**src/design/daom_pkg.sv**
```systemverilog
// Function
// (RULE1) Each channel drives a 10-bit parallel sample word, bit 9 most significant.
// (RULE2) Output enable low pin high puts that channel's data outputs in tristate.
// (RULE3) Out-of-range asserts when the centred result clips, before the maximum code; code flags only results above 1ff or below e00, already at the end codes.
// (RULE4) While out of range, word forced all ones for over, all zeros for under; code gives 1ff and 200 instead in two's complement.
// (RULE5) Format select low gives offset binary, high gives two's complement.
// (RULE6) Offset binary: 3ff top, 000 bottom, 200 above and 1ff below mid-scale.
// (RULE7) Two's complement: 1ff top, 200 bottom, 000 above and 3ff below mid-scale.
// (RULE8) Power-down low enters power-down, overriding every other pin including sleep.
// (RULE9) Power-down turns off all circuitry and clock; its recovery is the slowest.
// (RULE10) Sleep selection powers channels down independently or sleeps the whole chip.
// (RULE11) Sleep stops internal clocking but keeps low-bandwidth circuitry on; faster restart.
// (RULE12) Controller keeps sampling clock running in idle; restarts it before going active.
// (RULE13) After power-up the controller holds power-down low for at least one clock.
// (RULE14) Controller keeps sampling clock running through reset power-down until active.
// (RULE15) Controller may instead hold power-down low during power-up, releasing when stable.
// (RULE16) Sleep code 00 all asleep, 01 channel 0 only, 10 channel 1 only, 11 both.
// (RULE17) Each channel's out-of-range flag is high while its input is out of range.
// (RULE18) All conversion timing uses only the rising sampling clock edge.
// (RULE19) Each active channel updates word and flag together per edge, fixed latency.
package daom_pkg;

    // ==========================================================
    // Widths
    localparam int WORD_W       = 10;
    localparam int RAW_W        = 12;
    localparam int PIPE_LATENCY = 3;
    localparam int ADDR_W       = 4;
    localparam int DATA_W       = 32;
    localparam int EV_W         = 4;
    localparam int WAKE_W       = 8;

    // ==========================================================
    // Register offsets, event positions and reset values
    localparam logic [ADDR_W-1:0] ADDR_STATUS = 4'h0;
    localparam logic [ADDR_W-1:0] ADDR_CLEAR  = 4'h4;
    localparam logic [ADDR_W-1:0] ADDR_ENABLE = 4'h8;
    localparam logic [ADDR_W-1:0] ADDR_MODE   = 4'hc;
    localparam int                EV_FLAG0    = 0;
    localparam int                EV_FLAG1    = 1;
    localparam int                EV_DOWN     = 2;
    localparam int                EV_ACTIVE   = 3;
    localparam logic [EV_W-1:0]   STATUS_RST  = 4'h0;
    localparam logic [EV_W-1:0]   ENABLE_RST  = 4'h0;

    // ==========================================================
    // Wake-up counts in sampling clock edges
    localparam logic [WAKE_W-1:0] PD_WAKE_EDGES    = 8'h40;
    localparam logic [WAKE_W-1:0] SLEEP_WAKE_EDGES = 8'h08;

    // ==========================================================
    // Codes
    localparam logic [WORD_W-1:0]       CODE_ALL_ONES  = 10'h3ff;
    localparam logic [WORD_W-1:0]       CODE_ALL_ZEROS = 10'h000;
    localparam logic [WORD_W-1:0]       CODE_MSB       = 10'h200;
    localparam logic signed [RAW_W-1:0] RAW_MAX        = 12'sh1ff;
    localparam logic signed [RAW_W-1:0] RAW_MIN        = 12'she00;
    localparam logic [1:0]              SLEEP_ALL      = 2'h0;

    // ==========================================================
    // Types
    typedef enum logic [2:0] {ST_UNINIT, ST_DOWN, ST_WAKE, ST_SLEEP, ST_ACTIVE} daom_state_e;

    typedef struct packed {
        logic       sample_clock;
        logic       powerdown_low;
        logic [1:0] sleep_select;
        logic       format_select;
        logic [1:0] oe_low;
    } daom_pins_s;

    typedef struct packed {
        logic [WORD_W-1:0] word;
        logic              flag;
    } daom_sample_s;

    localparam daom_pins_s PINS_RST = '{sample_clock: 1'b0, powerdown_low: 1'b1,
                                        sleep_select: 2'h0, format_select: 1'b0,
                                        oe_low: 2'h3};
    localparam daom_sample_s SAMPLE_RST = '0;

endpackage

```
**src/design/daom_sync.sv**
```systemverilog
`timescale 1ns/1ps
module daom_sync import daom_pkg::*; #(
    parameter int           W       = 1,
    parameter logic [W-1:0] RST_VAL = '0
) (
    input  wire logic         clk,
    input  wire logic         rst_n,
    input  wire logic [W-1:0] async_in,
    output logic      [W-1:0] level
);

    logic [W-1:0] s1_reg, s2_reg, s3_reg, lvl_reg;
    logic [W-1:0] s1_next, s2_next, s3_next, lvl_next;
    logic [W-1:0] agree;

    // ==========================================================
    // Three stages; level follows once stages two and three agree
    always_comb begin
        s1_next  = async_in;
        s2_next  = s1_reg;
        s3_next  = s2_reg;
        agree    = ~(s2_reg ^ s3_reg);
        lvl_next = (agree & s3_reg) | (~agree & lvl_reg);
    end

    // Registers
    always_ff @(posedge clk or negedge rst_n) begin
        if (!rst_n) begin
            s1_reg  <= RST_VAL;
            s2_reg  <= RST_VAL;
            s3_reg  <= RST_VAL;
            lvl_reg <= RST_VAL;
        end else begin
            s1_reg  <= s1_next;
            s2_reg  <= s2_next;
            s3_reg  <= s3_next;
            lvl_reg <= lvl_next;
        end
    end

    assign level = lvl_reg;

endmodule

```
**src/design/daom_chan.sv**
```systemverilog
`timescale 1ns/1ps
module daom_chan import daom_pkg::*; #(
    parameter int LATENCY = PIPE_LATENCY
) (
    input  wire logic             clk,
    input  wire logic             rst_n,
    input  wire logic             sample_en,
    input  wire logic             active,
    input  wire logic             twos,
    input  wire logic [RAW_W-1:0] raw_code,
    output daom_sample_s          out
);

    daom_sample_s pipe_reg  [LATENCY];
    daom_sample_s pipe_next [LATENCY];

    // ==========================================================
    // Clamp, flag and format one centred result
    function automatic daom_sample_s convert(input logic [RAW_W-1:0] raw, input logic tc);
        logic         over;
        logic         under;
        daom_sample_s s;
        over  = $signed(raw) > RAW_MAX;                          // RULE3
        under = $signed(raw) < RAW_MIN;                          // RULE3
        s.flag = over | under;                                   // RULE17
        if (over) begin
            s.word = CODE_ALL_ONES;                              // RULE4
        end else if (under) begin
            s.word = CODE_ALL_ZEROS;                             // RULE4
        end else begin
            s.word = raw[WORD_W-1:0] ^ CODE_MSB;                 // RULE6
        end
        if (tc) begin
            s.word = s.word ^ CODE_MSB;                          // RULE5 RULE7
        end
        return s;
    endfunction

    // Pipeline advances only on a sample edge; a sleeping channel is flushed
    always_comb begin
        pipe_next = pipe_reg;
        if (!active) begin
            for (int i = 0; i < LATENCY; i++) begin
                pipe_next[i] = SAMPLE_RST;                       // RULE10
            end
        end else if (sample_en) begin
            pipe_next[0] = convert(raw_code, twos);              // RULE18
            for (int i = 1; i < LATENCY; i++) begin
                pipe_next[i] = pipe_reg[i-1];                    // RULE19
            end
        end
    end

    // Registers
    always_ff @(posedge clk or negedge rst_n) begin
        if (!rst_n) begin
            for (int i = 0; i < LATENCY; i++) begin
                pipe_reg[i] <= SAMPLE_RST;
            end
        end else begin
            pipe_reg <= pipe_next;
        end
    end

    assign out = pipe_reg[LATENCY-1];                            // RULE1
endmodule

```
**src/design/daom_top.sv**
```systemverilog
`timescale 1ns/1ps
module daom_top import daom_pkg::*; #(
    parameter int LATENCY = PIPE_LATENCY
) (
    input  wire logic                       clk,
    input  wire logic                       rst_n,
    input  wire logic                       sample_clock,
    input  wire logic                       powerdown_low,
    input  wire logic [1:0]                 sleep_select,
    input  wire logic                       format_select,
    input  wire logic [1:0]                 output_enable_low,
    input  wire logic [1:0][RAW_W-1:0]      raw_code,
    input  wire logic [ADDR_W-1:0]          reg_addr,
    input  wire logic [DATA_W-1:0]          reg_wdata,
    input  wire logic                       reg_write,
    input  wire logic                       reg_read,
    output logic      [DATA_W-1:0]          reg_rdata,
    output logic      [1:0][WORD_W-1:0]     sample_word,
    output logic      [1:0]                 sample_word_oe,
    output logic      [1:0]                 out_of_range_flag,
    output logic                            output_clock,
    output logic                            core_clock_enable,
    output logic                            bias_enable,
    output logic      [1:0]                 chan_power,
    output logic                            irq
);

    // ==========================================================
    // Pin synchronisers
    daom_pins_s pins_raw;
    daom_pins_s pins_s;
    logic       pd_low_s;
    logic [1:0] sleep_s;

    assign pins_raw = '{sample_clock: sample_clock, powerdown_low: powerdown_low,
                        sleep_select: sleep_select, format_select: format_select,
                        oe_low: output_enable_low};

    daom_sync #(
        .W       ($bits(daom_pins_s)),
        .RST_VAL (PINS_RST)
    ) u_sync (
        .clk      (clk),
        .rst_n    (rst_n),
        .async_in (pins_raw),
        .level    (pins_s)
    );

    assign pd_low_s = pins_s.powerdown_low;
    assign sleep_s  = pins_s.sleep_select;

    // ==========================================================
    // Sampling clock rising edge detection
    logic sclk_prev_reg;
    logic sclk_prev_next;
    logic sample_en;

    // Only the rising edge makes a strobe
    always_comb begin
        sclk_prev_next = pins_s.sample_clock;
        sample_en      = pins_s.sample_clock & ~sclk_prev_reg;   // RULE18
    end

    // Edge register
    always_ff @(posedge clk or negedge rst_n) begin
        if (!rst_n) begin
            sclk_prev_reg <= 1'b0;
        end else begin
            sclk_prev_reg <= sclk_prev_next;
        end
    end

    // ==========================================================
    // Operating mode state machine
    daom_state_e       state_reg, state_next;
    logic [WAKE_W-1:0] wake_cnt_reg, wake_cnt_next;

    // Power-down overrides everything; wake-up counts sampling edges
    always_comb begin
        state_next    = state_reg;
        wake_cnt_next = wake_cnt_reg;
        if (!pd_low_s) begin
            state_next = ST_DOWN;                                // RULE8
        end else begin
            unique case (state_reg)
                ST_UNINIT: begin
                    state_next = ST_UNINIT;                      // RULE13
                end
                ST_DOWN: begin
                    state_next    = ST_WAKE;
                    wake_cnt_next = PD_WAKE_EDGES;               // RULE9
                end
                ST_WAKE: begin
                    if (sample_en) begin                         // RULE12
                        if (wake_cnt_reg == 8'h01) begin
                            state_next = (sleep_s == SLEEP_ALL) ? ST_SLEEP : ST_ACTIVE;
                        end else begin
                            wake_cnt_next = wake_cnt_reg - 8'h01;
                        end
                    end
                end
                ST_SLEEP: begin
                    if (sleep_s != SLEEP_ALL) begin
                        state_next    = ST_WAKE;
                        wake_cnt_next = SLEEP_WAKE_EDGES;        // RULE11
                    end
                end
                ST_ACTIVE: begin
                    if (sleep_s == SLEEP_ALL) begin
                        state_next = ST_SLEEP;                   // RULE16
                    end
                end
            endcase
        end
    end

    // State registers
    always_ff @(posedge clk or negedge rst_n) begin
        if (!rst_n) begin
            state_reg    <= ST_UNINIT;
            wake_cnt_reg <= 8'h00;
        end else begin
            state_reg    <= state_next;
            wake_cnt_reg <= wake_cnt_next;
        end
    end

    // ==========================================================
    // Power, clock and output driver controls
    logic       core_clk_reg, core_clk_next;
    logic       bias_reg, bias_next;
    logic [1:0] chan_power_reg, chan_power_next;
    logic [1:0] oe_reg, oe_next;
    logic       oclk_reg, oclk_next;

    // Controls follow the next state so they line up with it
    always_comb begin
        core_clk_next   = (state_next == ST_WAKE) || (state_next == ST_ACTIVE);  // RULE9 RULE11
        bias_next       = (state_next == ST_WAKE) || (state_next == ST_SLEEP) ||
                          (state_next == ST_ACTIVE);                             // RULE11
        chan_power_next = (state_next == ST_ACTIVE) ? sleep_s : 2'h0;           // RULE10 RULE16
        oe_next         = ~pins_s.oe_low;                                        // RULE2
        oclk_next       = core_clk_next & ~pins_s.sample_clock;  // Data change on its fall
    end

    // Control registers
    always_ff @(posedge clk or negedge rst_n) begin
        if (!rst_n) begin
            core_clk_reg   <= 1'b0;
            bias_reg       <= 1'b0;
            chan_power_reg <= 2'h0;
            oe_reg         <= 2'h0;
            oclk_reg       <= 1'b0;
        end else begin
            core_clk_reg   <= core_clk_next;
            bias_reg       <= bias_next;
            chan_power_reg <= chan_power_next;
            oe_reg         <= oe_next;
            oclk_reg       <= oclk_next;
        end
    end

    // ==========================================================
    // Channel datapaths
    daom_sample_s chan_out [2];

    for (genvar g = 0; g < 2; g++) begin : g_chan
        daom_chan #(
            .LATENCY (LATENCY)
        ) u_chan (
            .clk       (clk),
            .rst_n     (rst_n),
            .sample_en (sample_en),
            .active    (chan_power_reg[g]),
            .twos      (pins_s.format_select),
            .raw_code  (raw_code[g]),
            .out       (chan_out[g])
        );
        assign sample_word[g]       = chan_out[g].word;         // RULE1
        assign out_of_range_flag[g] = chan_out[g].flag;         // RULE17
    end

    assign sample_word_oe    = oe_reg;
    assign output_clock      = oclk_reg;
    assign core_clock_enable = core_clk_reg;
    assign bias_enable       = bias_reg;
    assign chan_power        = chan_power_reg;

    // ==========================================================
    // Events, status, enable and register port
    logic [1:0]        flag_prev_reg, flag_prev_next;
    logic [EV_W-1:0]   ev;
    logic [EV_W-1:0]   clear_bits;
    logic [EV_W-1:0]   status_reg, status_next;
    logic [EV_W-1:0]   enable_reg, enable_next;
    logic              irq_reg, irq_next;
    logic [DATA_W-1:0] rdata_reg, rdata_next;

    // Sticky status, set wins over clear; read data valid one cycle
    always_comb begin
        flag_prev_next      = {chan_out[1].flag, chan_out[0].flag};
        ev                  = '0;
        ev[EV_FLAG0]        = chan_out[0].flag & ~flag_prev_reg[0];
        ev[EV_FLAG1]        = chan_out[1].flag & ~flag_prev_reg[1];
        ev[EV_DOWN]         = (state_next == ST_DOWN) && (state_reg != ST_DOWN);
        ev[EV_ACTIVE]       = (state_next == ST_ACTIVE) && (state_reg != ST_ACTIVE);
        clear_bits          = (reg_write && reg_addr == ADDR_CLEAR) ? reg_wdata[EV_W-1:0] : '0;
        status_next         = (status_reg & ~clear_bits) | ev;
        enable_next         = (reg_write && reg_addr == ADDR_ENABLE) ? reg_wdata[EV_W-1:0]
                                                                     : enable_reg;
        irq_next            = |(status_next & enable_next);
        rdata_next          = '0;
        if (reg_read) begin
            unique case (reg_addr)
                ADDR_STATUS: rdata_next = DATA_W'(status_reg);
                ADDR_ENABLE: rdata_next = DATA_W'(enable_reg);
                ADDR_MODE:   rdata_next = DATA_W'({pins_s.format_select, chan_power_reg,
                                                   state_reg});
                default:     rdata_next = '0;
            endcase
        end
    end

    // Register file
    always_ff @(posedge clk or negedge rst_n) begin
        if (!rst_n) begin
            flag_prev_reg <= 2'h0;
            status_reg    <= STATUS_RST;
            enable_reg    <= ENABLE_RST;
            irq_reg       <= 1'b0;
            rdata_reg     <= '0;
        end else begin
            flag_prev_reg <= flag_prev_next;
            status_reg    <= status_next;
            enable_reg    <= enable_next;
            irq_reg       <= irq_next;
            rdata_reg     <= rdata_next;
        end
    end

    assign reg_rdata = rdata_reg;
    assign irq       = irq_reg;
endmodule

```
**config.mk**
```make
export PLATFORM = sky130hd
export DESIGN_NAME = daom_top
export DESIGN_NICKNAME = d
export VERILOG_FILES = /design/src/design/daom_pkg.sv /design/src/design/daom_sync.sv /design/src/design/daom_chan.sv /design/src/design/daom_top.sv
export SDC_FILE = /design/constraint.sdc
export NUM_CORES = 1
export LEC_CHECK = 0
export ABC_CLOCK_PERIOD_IN_PS = 2009
export BUFFER_PORTS_ARGS = -buffer_cell sky130_fd_sc_hd__buf_2
export CAP_MARGIN = 20
export CORE_MARGIN = 1.5
export CORE_UTILIZATION = 40
export DETAILED_ROUTE_END_ITERATION = 16
export GPL_TIMING_DRIVEN = 0
export PLACE_DENSITY_LB_ADDON = 0.12
export SYNTH_ARGS = -nofsm -noshare
export SYNTH_HDL_FRONTEND = slang
export SYNTH_SLANG_ARGS = --single-unit
```
**constraint.sdc**
```tcl
create_clock -name clk -period 2.01 [get_ports clk]
set_input_delay 0.5025 -clock clk [delete_from_list [all_inputs] [get_ports clk]]
set_output_delay 0.5025 -clock clk [all_outputs]
set_load 0.02 [all_outputs]
```
# Yosys cells after proc, flatten, opt, wreduce, memory -nomap -nowiden
# Index checks and enable logic that the tools add are counted.
[word_totals] reg_bits=156 input_bits=71 wordCells=122 output_inout_bits=62
[classes] n_eq_ne=19 reduce_logical=14 addsub=1 n_lt_le_gt_ge=4 bitwise_logic=25 mux=30
[op_table] cell="$mux 33" count=4
[op_table] cell="$mux 10" count=10
[op_table] cell="$gt 12x10->1 const B" count=2
[op_table] cell="$lt 12x10->1 const B" count=2
[op_table] cell="$mux 8" count=3
[op_table] cell="$pmux 8 s3" count=1
[op_table] cell="$mux 3" count=6
[op_table] cell="$pmux 6 s3" count=1
[op_table] cell="$pmux 3 s5" count=1
[op_table] cell="$and 7x7->7" count=2
[op_table] cell="$not 7->7" count=2
[op_table] cell="$eq 3x2->1 const B" count=4
[op_table] cell="$and 4x4->4" count=2
[op_table] cell="$eq 4x4->1 const B" count=2
[op_table] cell="$eq 8x1->1 const B" count=1
[op_table] cell="$mux 4" count=2
[op_table] cell="$not 1->1" count=8
[op_table] cell="$sub 8x1->8 const B" count=1
[op_table] cell="$or 7x7->7" count=1
[op_table] cell="$xor 7x7->7" count=1
[op_table] cell="$eq 3x1->1 const B" count=2
[op_table] cell="$eq 3x3->1 const B" count=2
[op_table] cell="$mux 6" count=1
[op_table] cell="$ne 2x1->1 const B" count=3
[op_table] cell="other kinds (19)" count=29

# Logic depth before layout (Yosys ltp)
[depth] depth_word=11 depth_mapped=7 mapped_depth_nobuf=7

# By module
# A second synthesis with hierarchy kept.
[hier_totals] hier_cells=500 hier_area_um2=5879.4
[by_module_without_submodules] module="daom_chan" area_per_inst_um2=1567.8 seq_area_each_um2=825.8 cells_each=133 n_inst=2
[by_module_without_submodules] module="daom_top" area_per_inst_um2=1949.4 seq_area_each_um2=900.9 cells_each=199 n_inst=1
[by_module_without_submodules] module="daom_sync" area_per_inst_um2=794.5 seq_area_each_um2=715.7 cells_each=35 n_inst=1

# Worst setup path before layout
# Ideal clock, no wire load.
[synth_timing] path_type="reg-to-reg" startpoint="register wake_cnt_reg[1]" endpoint="register wake_cnt_reg[4]" n_path_buf=0 setup_time_ns=0.066 arrival_ns=1.836 path_slack_ns=0.109 stages_incl_launch_ff=8 synth_period_minus_slack_ns=1.901 required_time_ns=1.944 cell_sequence="dfrtp_1 -> inv_1 -> ha_1 -> or3b_2 -> o211ai_2 -> a21oi_1 -> a211o_1 -> nand2_1"
[synth_between] elab_chain_cells=4 word_cells_on_any_way=7 classes_between="add/sub (1); eq/ne (2); mux (3); reduce/logical (1)"
[synth_rtl] item="start, declared" line_no="daom_top.sv:76" text="logic [WAKE_W-1:0] wake_cnt_reg, wake_cnt_next;"
[synth_rtl] item="start signal, assigned" line_no="daom_top.sv:124" text="wake_cnt_reg <= wake_cnt_next;"
[synth_rtl] item="$sub 8x1->8" line_no="daom_top.sv:98" text="wake_cnt_next = wake_cnt_reg - 8'h01;"
[synth_rtl] item="$mux 8" line_no="daom_top.sv:95" text="if (wake_cnt_reg == 8'h01) begin"
[synth_rtl] item="$mux 8" line_no="daom_top.sv:94" text="if (sample_en) begin"
[synth_rtl] item="$pmux 8 s3" line_no="daom_top.sv:85" text="unique case (state_reg)"
# Parallel ways exist; a longest one is shown, timed or not. The select of a mux whose other input is x is not followed.
# A chain may end at the register's enable or synchronous reset.

# Worst setup path after layout
[layout_timing] startpoint="register wake_cnt_reg[2]" endpoint="register wake_cnt_reg[7]"
# The elaborated chain is that of the path after synthesis.

==> key figures <==
Status
  – Outcome: complete, no violations

Drt
  – Wire length per cell: 13.0 um
  – DR vias: 3968
  – Routed Antenna Nets: 0
  – Drt pass-1 iters: 5
  – Routed wire length: 11200 um
  – Initial DRC Count: 270
  – Vias per std cell: 4.60
  – DRC: 0

STA
  – Measured slew at the worst slew-check pin: 0.683 ns
  – Setup Skew: 0.0101 ns
  – TNS Setup: 0 ns
  – Period utilization: 0.976
  – Hold Slack: 0.188 ns
  – Setup Viol. Count Final: 0
  – FMAX: 0.509 GHz
  – Hold Vio Cnt, Final: 0
  – Crit path time final: 1.96 ns
  – Max-slew violations: 0
  – RSZ-0062 raised after global routing: yes
  – Slew HR: 0.544

Critical path
  – Critical Path Start Type: register
  – Worst Path Required: 2.29 ns
  – CP max FO: 6
  – Worst R2R Start: wake_cnt_reg[2]
  – Critical R2R Capture: wake_cnt_reg[7]
  – WS Path Type: reg2reg
  – Worst Path Arrival: 2.24 ns
  – Worst Reg-to-Reg Cells: 5
  – Crit. End Element: register
  – Crit path capture: wake_cnt_reg[7]
  – Setup crit start: wake_cnt_reg[2]
  – Reg-to-reg setup timing slack: 0.05 ns

Final layout
  – Number of flip-flops in the largest register: 44
  – Non-Filler Instances: 862
  – Fin area: 7040 sq um
  – Share of layout cells above drive strength 1: 0.290
  – ANT cells: 0
  – Final net count: 742
  – Area added between synthesis and finish: 24.6%
  – FILL cells: 1331
  – FF/Latch Area: 3270 sq um
  – Multi-input gate area: 2050 sq um

Logic synthesis
  – Yosys reg bits: 130
  – Sequential-to-total area share from yosys stat: 0.578
  – Post-synth top cells: nand2_1 (125), dfrtp_1 (118), buf_4 (50), a21boi_0 (49), nor2_1 (41)
  – Most frequent cell after synthesis: nand2_1
  – Synth top area share: 0.523
  – EDFF count, synth: 0
  – Post-Syn Instances: 547
  – Top_reg_cell synth: dfrtp_1
  – Synthesized area: 5650 sq um
  – Top post-synthesis cells by area: dfrtp_1 (52%), nand2_1 (8.3%), buf_4 (6.6%)
  – Ys async rst share: 1.00
  – Largest area contributor in the netlist: dfrtp_1
  – Synth warn: 0
  – Distinct cells, synth: 51
  – Avg Cell Area, Syn: 10.3 sq um

Hold path
  – Hold Path Class: in2reg

Power
  – Sequential Power Share: 0.428
  – Combinational power share: 0.133
  – Net Sw Frac: 0.248
  – Clock network fraction of design power: 0.439
  – Leak Pwr: 3.26 nW
  – Pwr Density: 975 nW/um^2
  – Worst IR Drop VDD: 0.483 mV
  – Cell Int Power: 5.16 mW
  – Overall Power: 6.87 mW
  – Psw: 1.71 mW

Place
  – Dpl cell area: 6390 sq um
  – Routability congestion estimate: 0.827
  – Placed cells: 830
  – I/O Buffers: 77
  – Dpl hpwl: 7900 um

Clock network
  – CTS tree: built
  – Postcts setup bufs: 0
  – H-tree depth: 4
  – CTS Buffer Depth: 2
  – CTS root buf: clkbuf_16
  – Num CTS Buffers: 17
  – # clock sinks: 130
  – Reg clk slew, reported paths: 0.06 ns
  – Clock Latency Late Sink: 0.41 ns

Floorplanning
  – Die width: 122 um
  – IO Count: 133
  – Die area: 14800 sq um
  – Std-Cell Rows: 43
  – Starting Density: 0.409
  – Core area: 13800 sq um
  – DIE HEIGHT: 122 um

GRT
  – Initial antenna violation count: 0
  – Grt ovf: 0
  – Vias in the first global route: 3965
  – Largest net degree at the start of global routing: 101
  – GR Util All Layers: 0.166
  – Global-route wire length before repair: 18900 um

Job
  – Max Cap Viol: 0
[metrics by stage]
step	util	setup WS, ns
2_1_floorplan	-	0.109
3_3_place_gp	0.460	-1.27
3_5_place_dp	0.462	-0.256
4_1_cts	0.507	0.00409
5_1_grt	0.509	-0.00133
6_report	0.509	0.0472
[metal layers]
metal  track usage  vias up  part of all wire
met3        0.0510        8             0.043
li1              -     1990                 -
met4        0.0684        0             0.011
met2         0.256       86              0.46
met5             0        -                 0
met1         0.220     1884              0.48
[worst min path at each step]
stage | startpoint | depth (start not counted) | to
2_1_floorplan | rst_n | 0 | asynchronous set/reset pin
3_3_place_gp | u_sync.s1_reg[2] | 0 | u_sync.s2_reg[2]
3_5_place_dp | u_sync.s1_reg[2] | 0 | u_sync.s2_reg[2]
4_1_cts | output_enable_low[1] | 1 | u_sync.s1_reg[1]
5_1_grt | powerdown_low | 1 | u_sync.s1_reg[5]
6_report | output_enable_low[1] | 1 | u_sync.s1_reg[1]
[placed cells by master (no fill, tap or decap), types with 3 or more instances in the layout]
| cell | netlist | layout |
|---|---|---|
| a21bo_2 | 3 | 3 |
| a21boi_0 | 49 | 49 |
| a21oi_1 | 7 | 6 |
| a22oi_1 | 4 | 4 |
| a31oi_1 | 3 | 3 |
| and2_1 | 6 | 5 |
| and3_1 | 3 | 3 |
| buf_2 | 0 | 78 |
| buf_4 | 50 | 50 |
| clkbuf_1 | 19 | 21 |
| clkbuf_16 | 0 | 17 |
| clkbuf_8 | 0 | 5 |
| clkinv_2 | 0 | 3 |
| conb_1 | 1 | 26 |
| dfrtp_1 | 118 | 117 |
| dfstp_2 | 12 | 12 |
| inv_1 | 7 | 7 |
| maj3_1 | 7 | 7 |
| mux2_2 | 8 | 8 |
| nand2_1 | 125 | 125 |
| nand2b_1 | 6 | 6 |
| nand3_1 | 7 | 7 |
| nand3b_1 | 3 | 3 |
| nor2_1 | 41 | 41 |
| nor2b_1 | 5 | 5 |
| nor3b_2 | 0 | 3 |
| o21ai_0 | 21 | 21 |
| xnor2_1 | 5 | 5 |
[critical path, stage by stage, from the launching register on]
cell and delay, ns:
dfrtp_2 0.45, or3_4 0.38, or4_4 0.44, a2111oi_4 0.35
xnor2_1 0.16, nor2_1 0.05
[layout make-up]
class                           instances  area share
Clock inverter                          5      0.0107
Multi-Input combinational cell        364       0.291
Clock buffer                           27      0.0729
Inverter                                7     0.00373
Buffer                                 70      0.0647
Tap cell                              180      0.0320
Sequential cell                       130       0.464
Timing Repair Buffer                   79      0.0609
[logic make-up (layout without fill, tap and decap cells)]
group / after synthesis / in the layout / share of synthesized area
simple gates: 211 / 211 / 0.162
flops: 130 / 130 / 0.578
compound gates: 104 / 104 / 0.132
buf+inv: 78 / 188 / 0.0850
fa+ha+maj: 9 / 9 / 0.0168
mux: 9 / 9 / 0.0177
xor+xnor: 5 / 5 / 0.00775
other cells: 1 / 26 / 0.000664
[timing repair]
item	4_1_cts	5_1_grt
resized for setup	8	9
cloned	0	0
hold buffers	1	0
endpoints found under the hold margin	30	0
setup endpoints to repair	27	47
pin swaps	1	1
[power by group through the flow]
stage | Clock, mW | Sequential [mW] | Combinational (mW)
6_report | 3.02 | 2.94 | 0.911
4_1_cts | 3.10 | 2.93 | 0.889
2_1_floorplan | 0 | 2.96 | 0.580
5_1_grt | 3.22 | 2.96 | 1.02
3_5_place_dp | 0 | 2.97 | 0.856
3_3_place_gp | 0 | 2.96 | 0.834
Power figures use the tool's default switching activity.
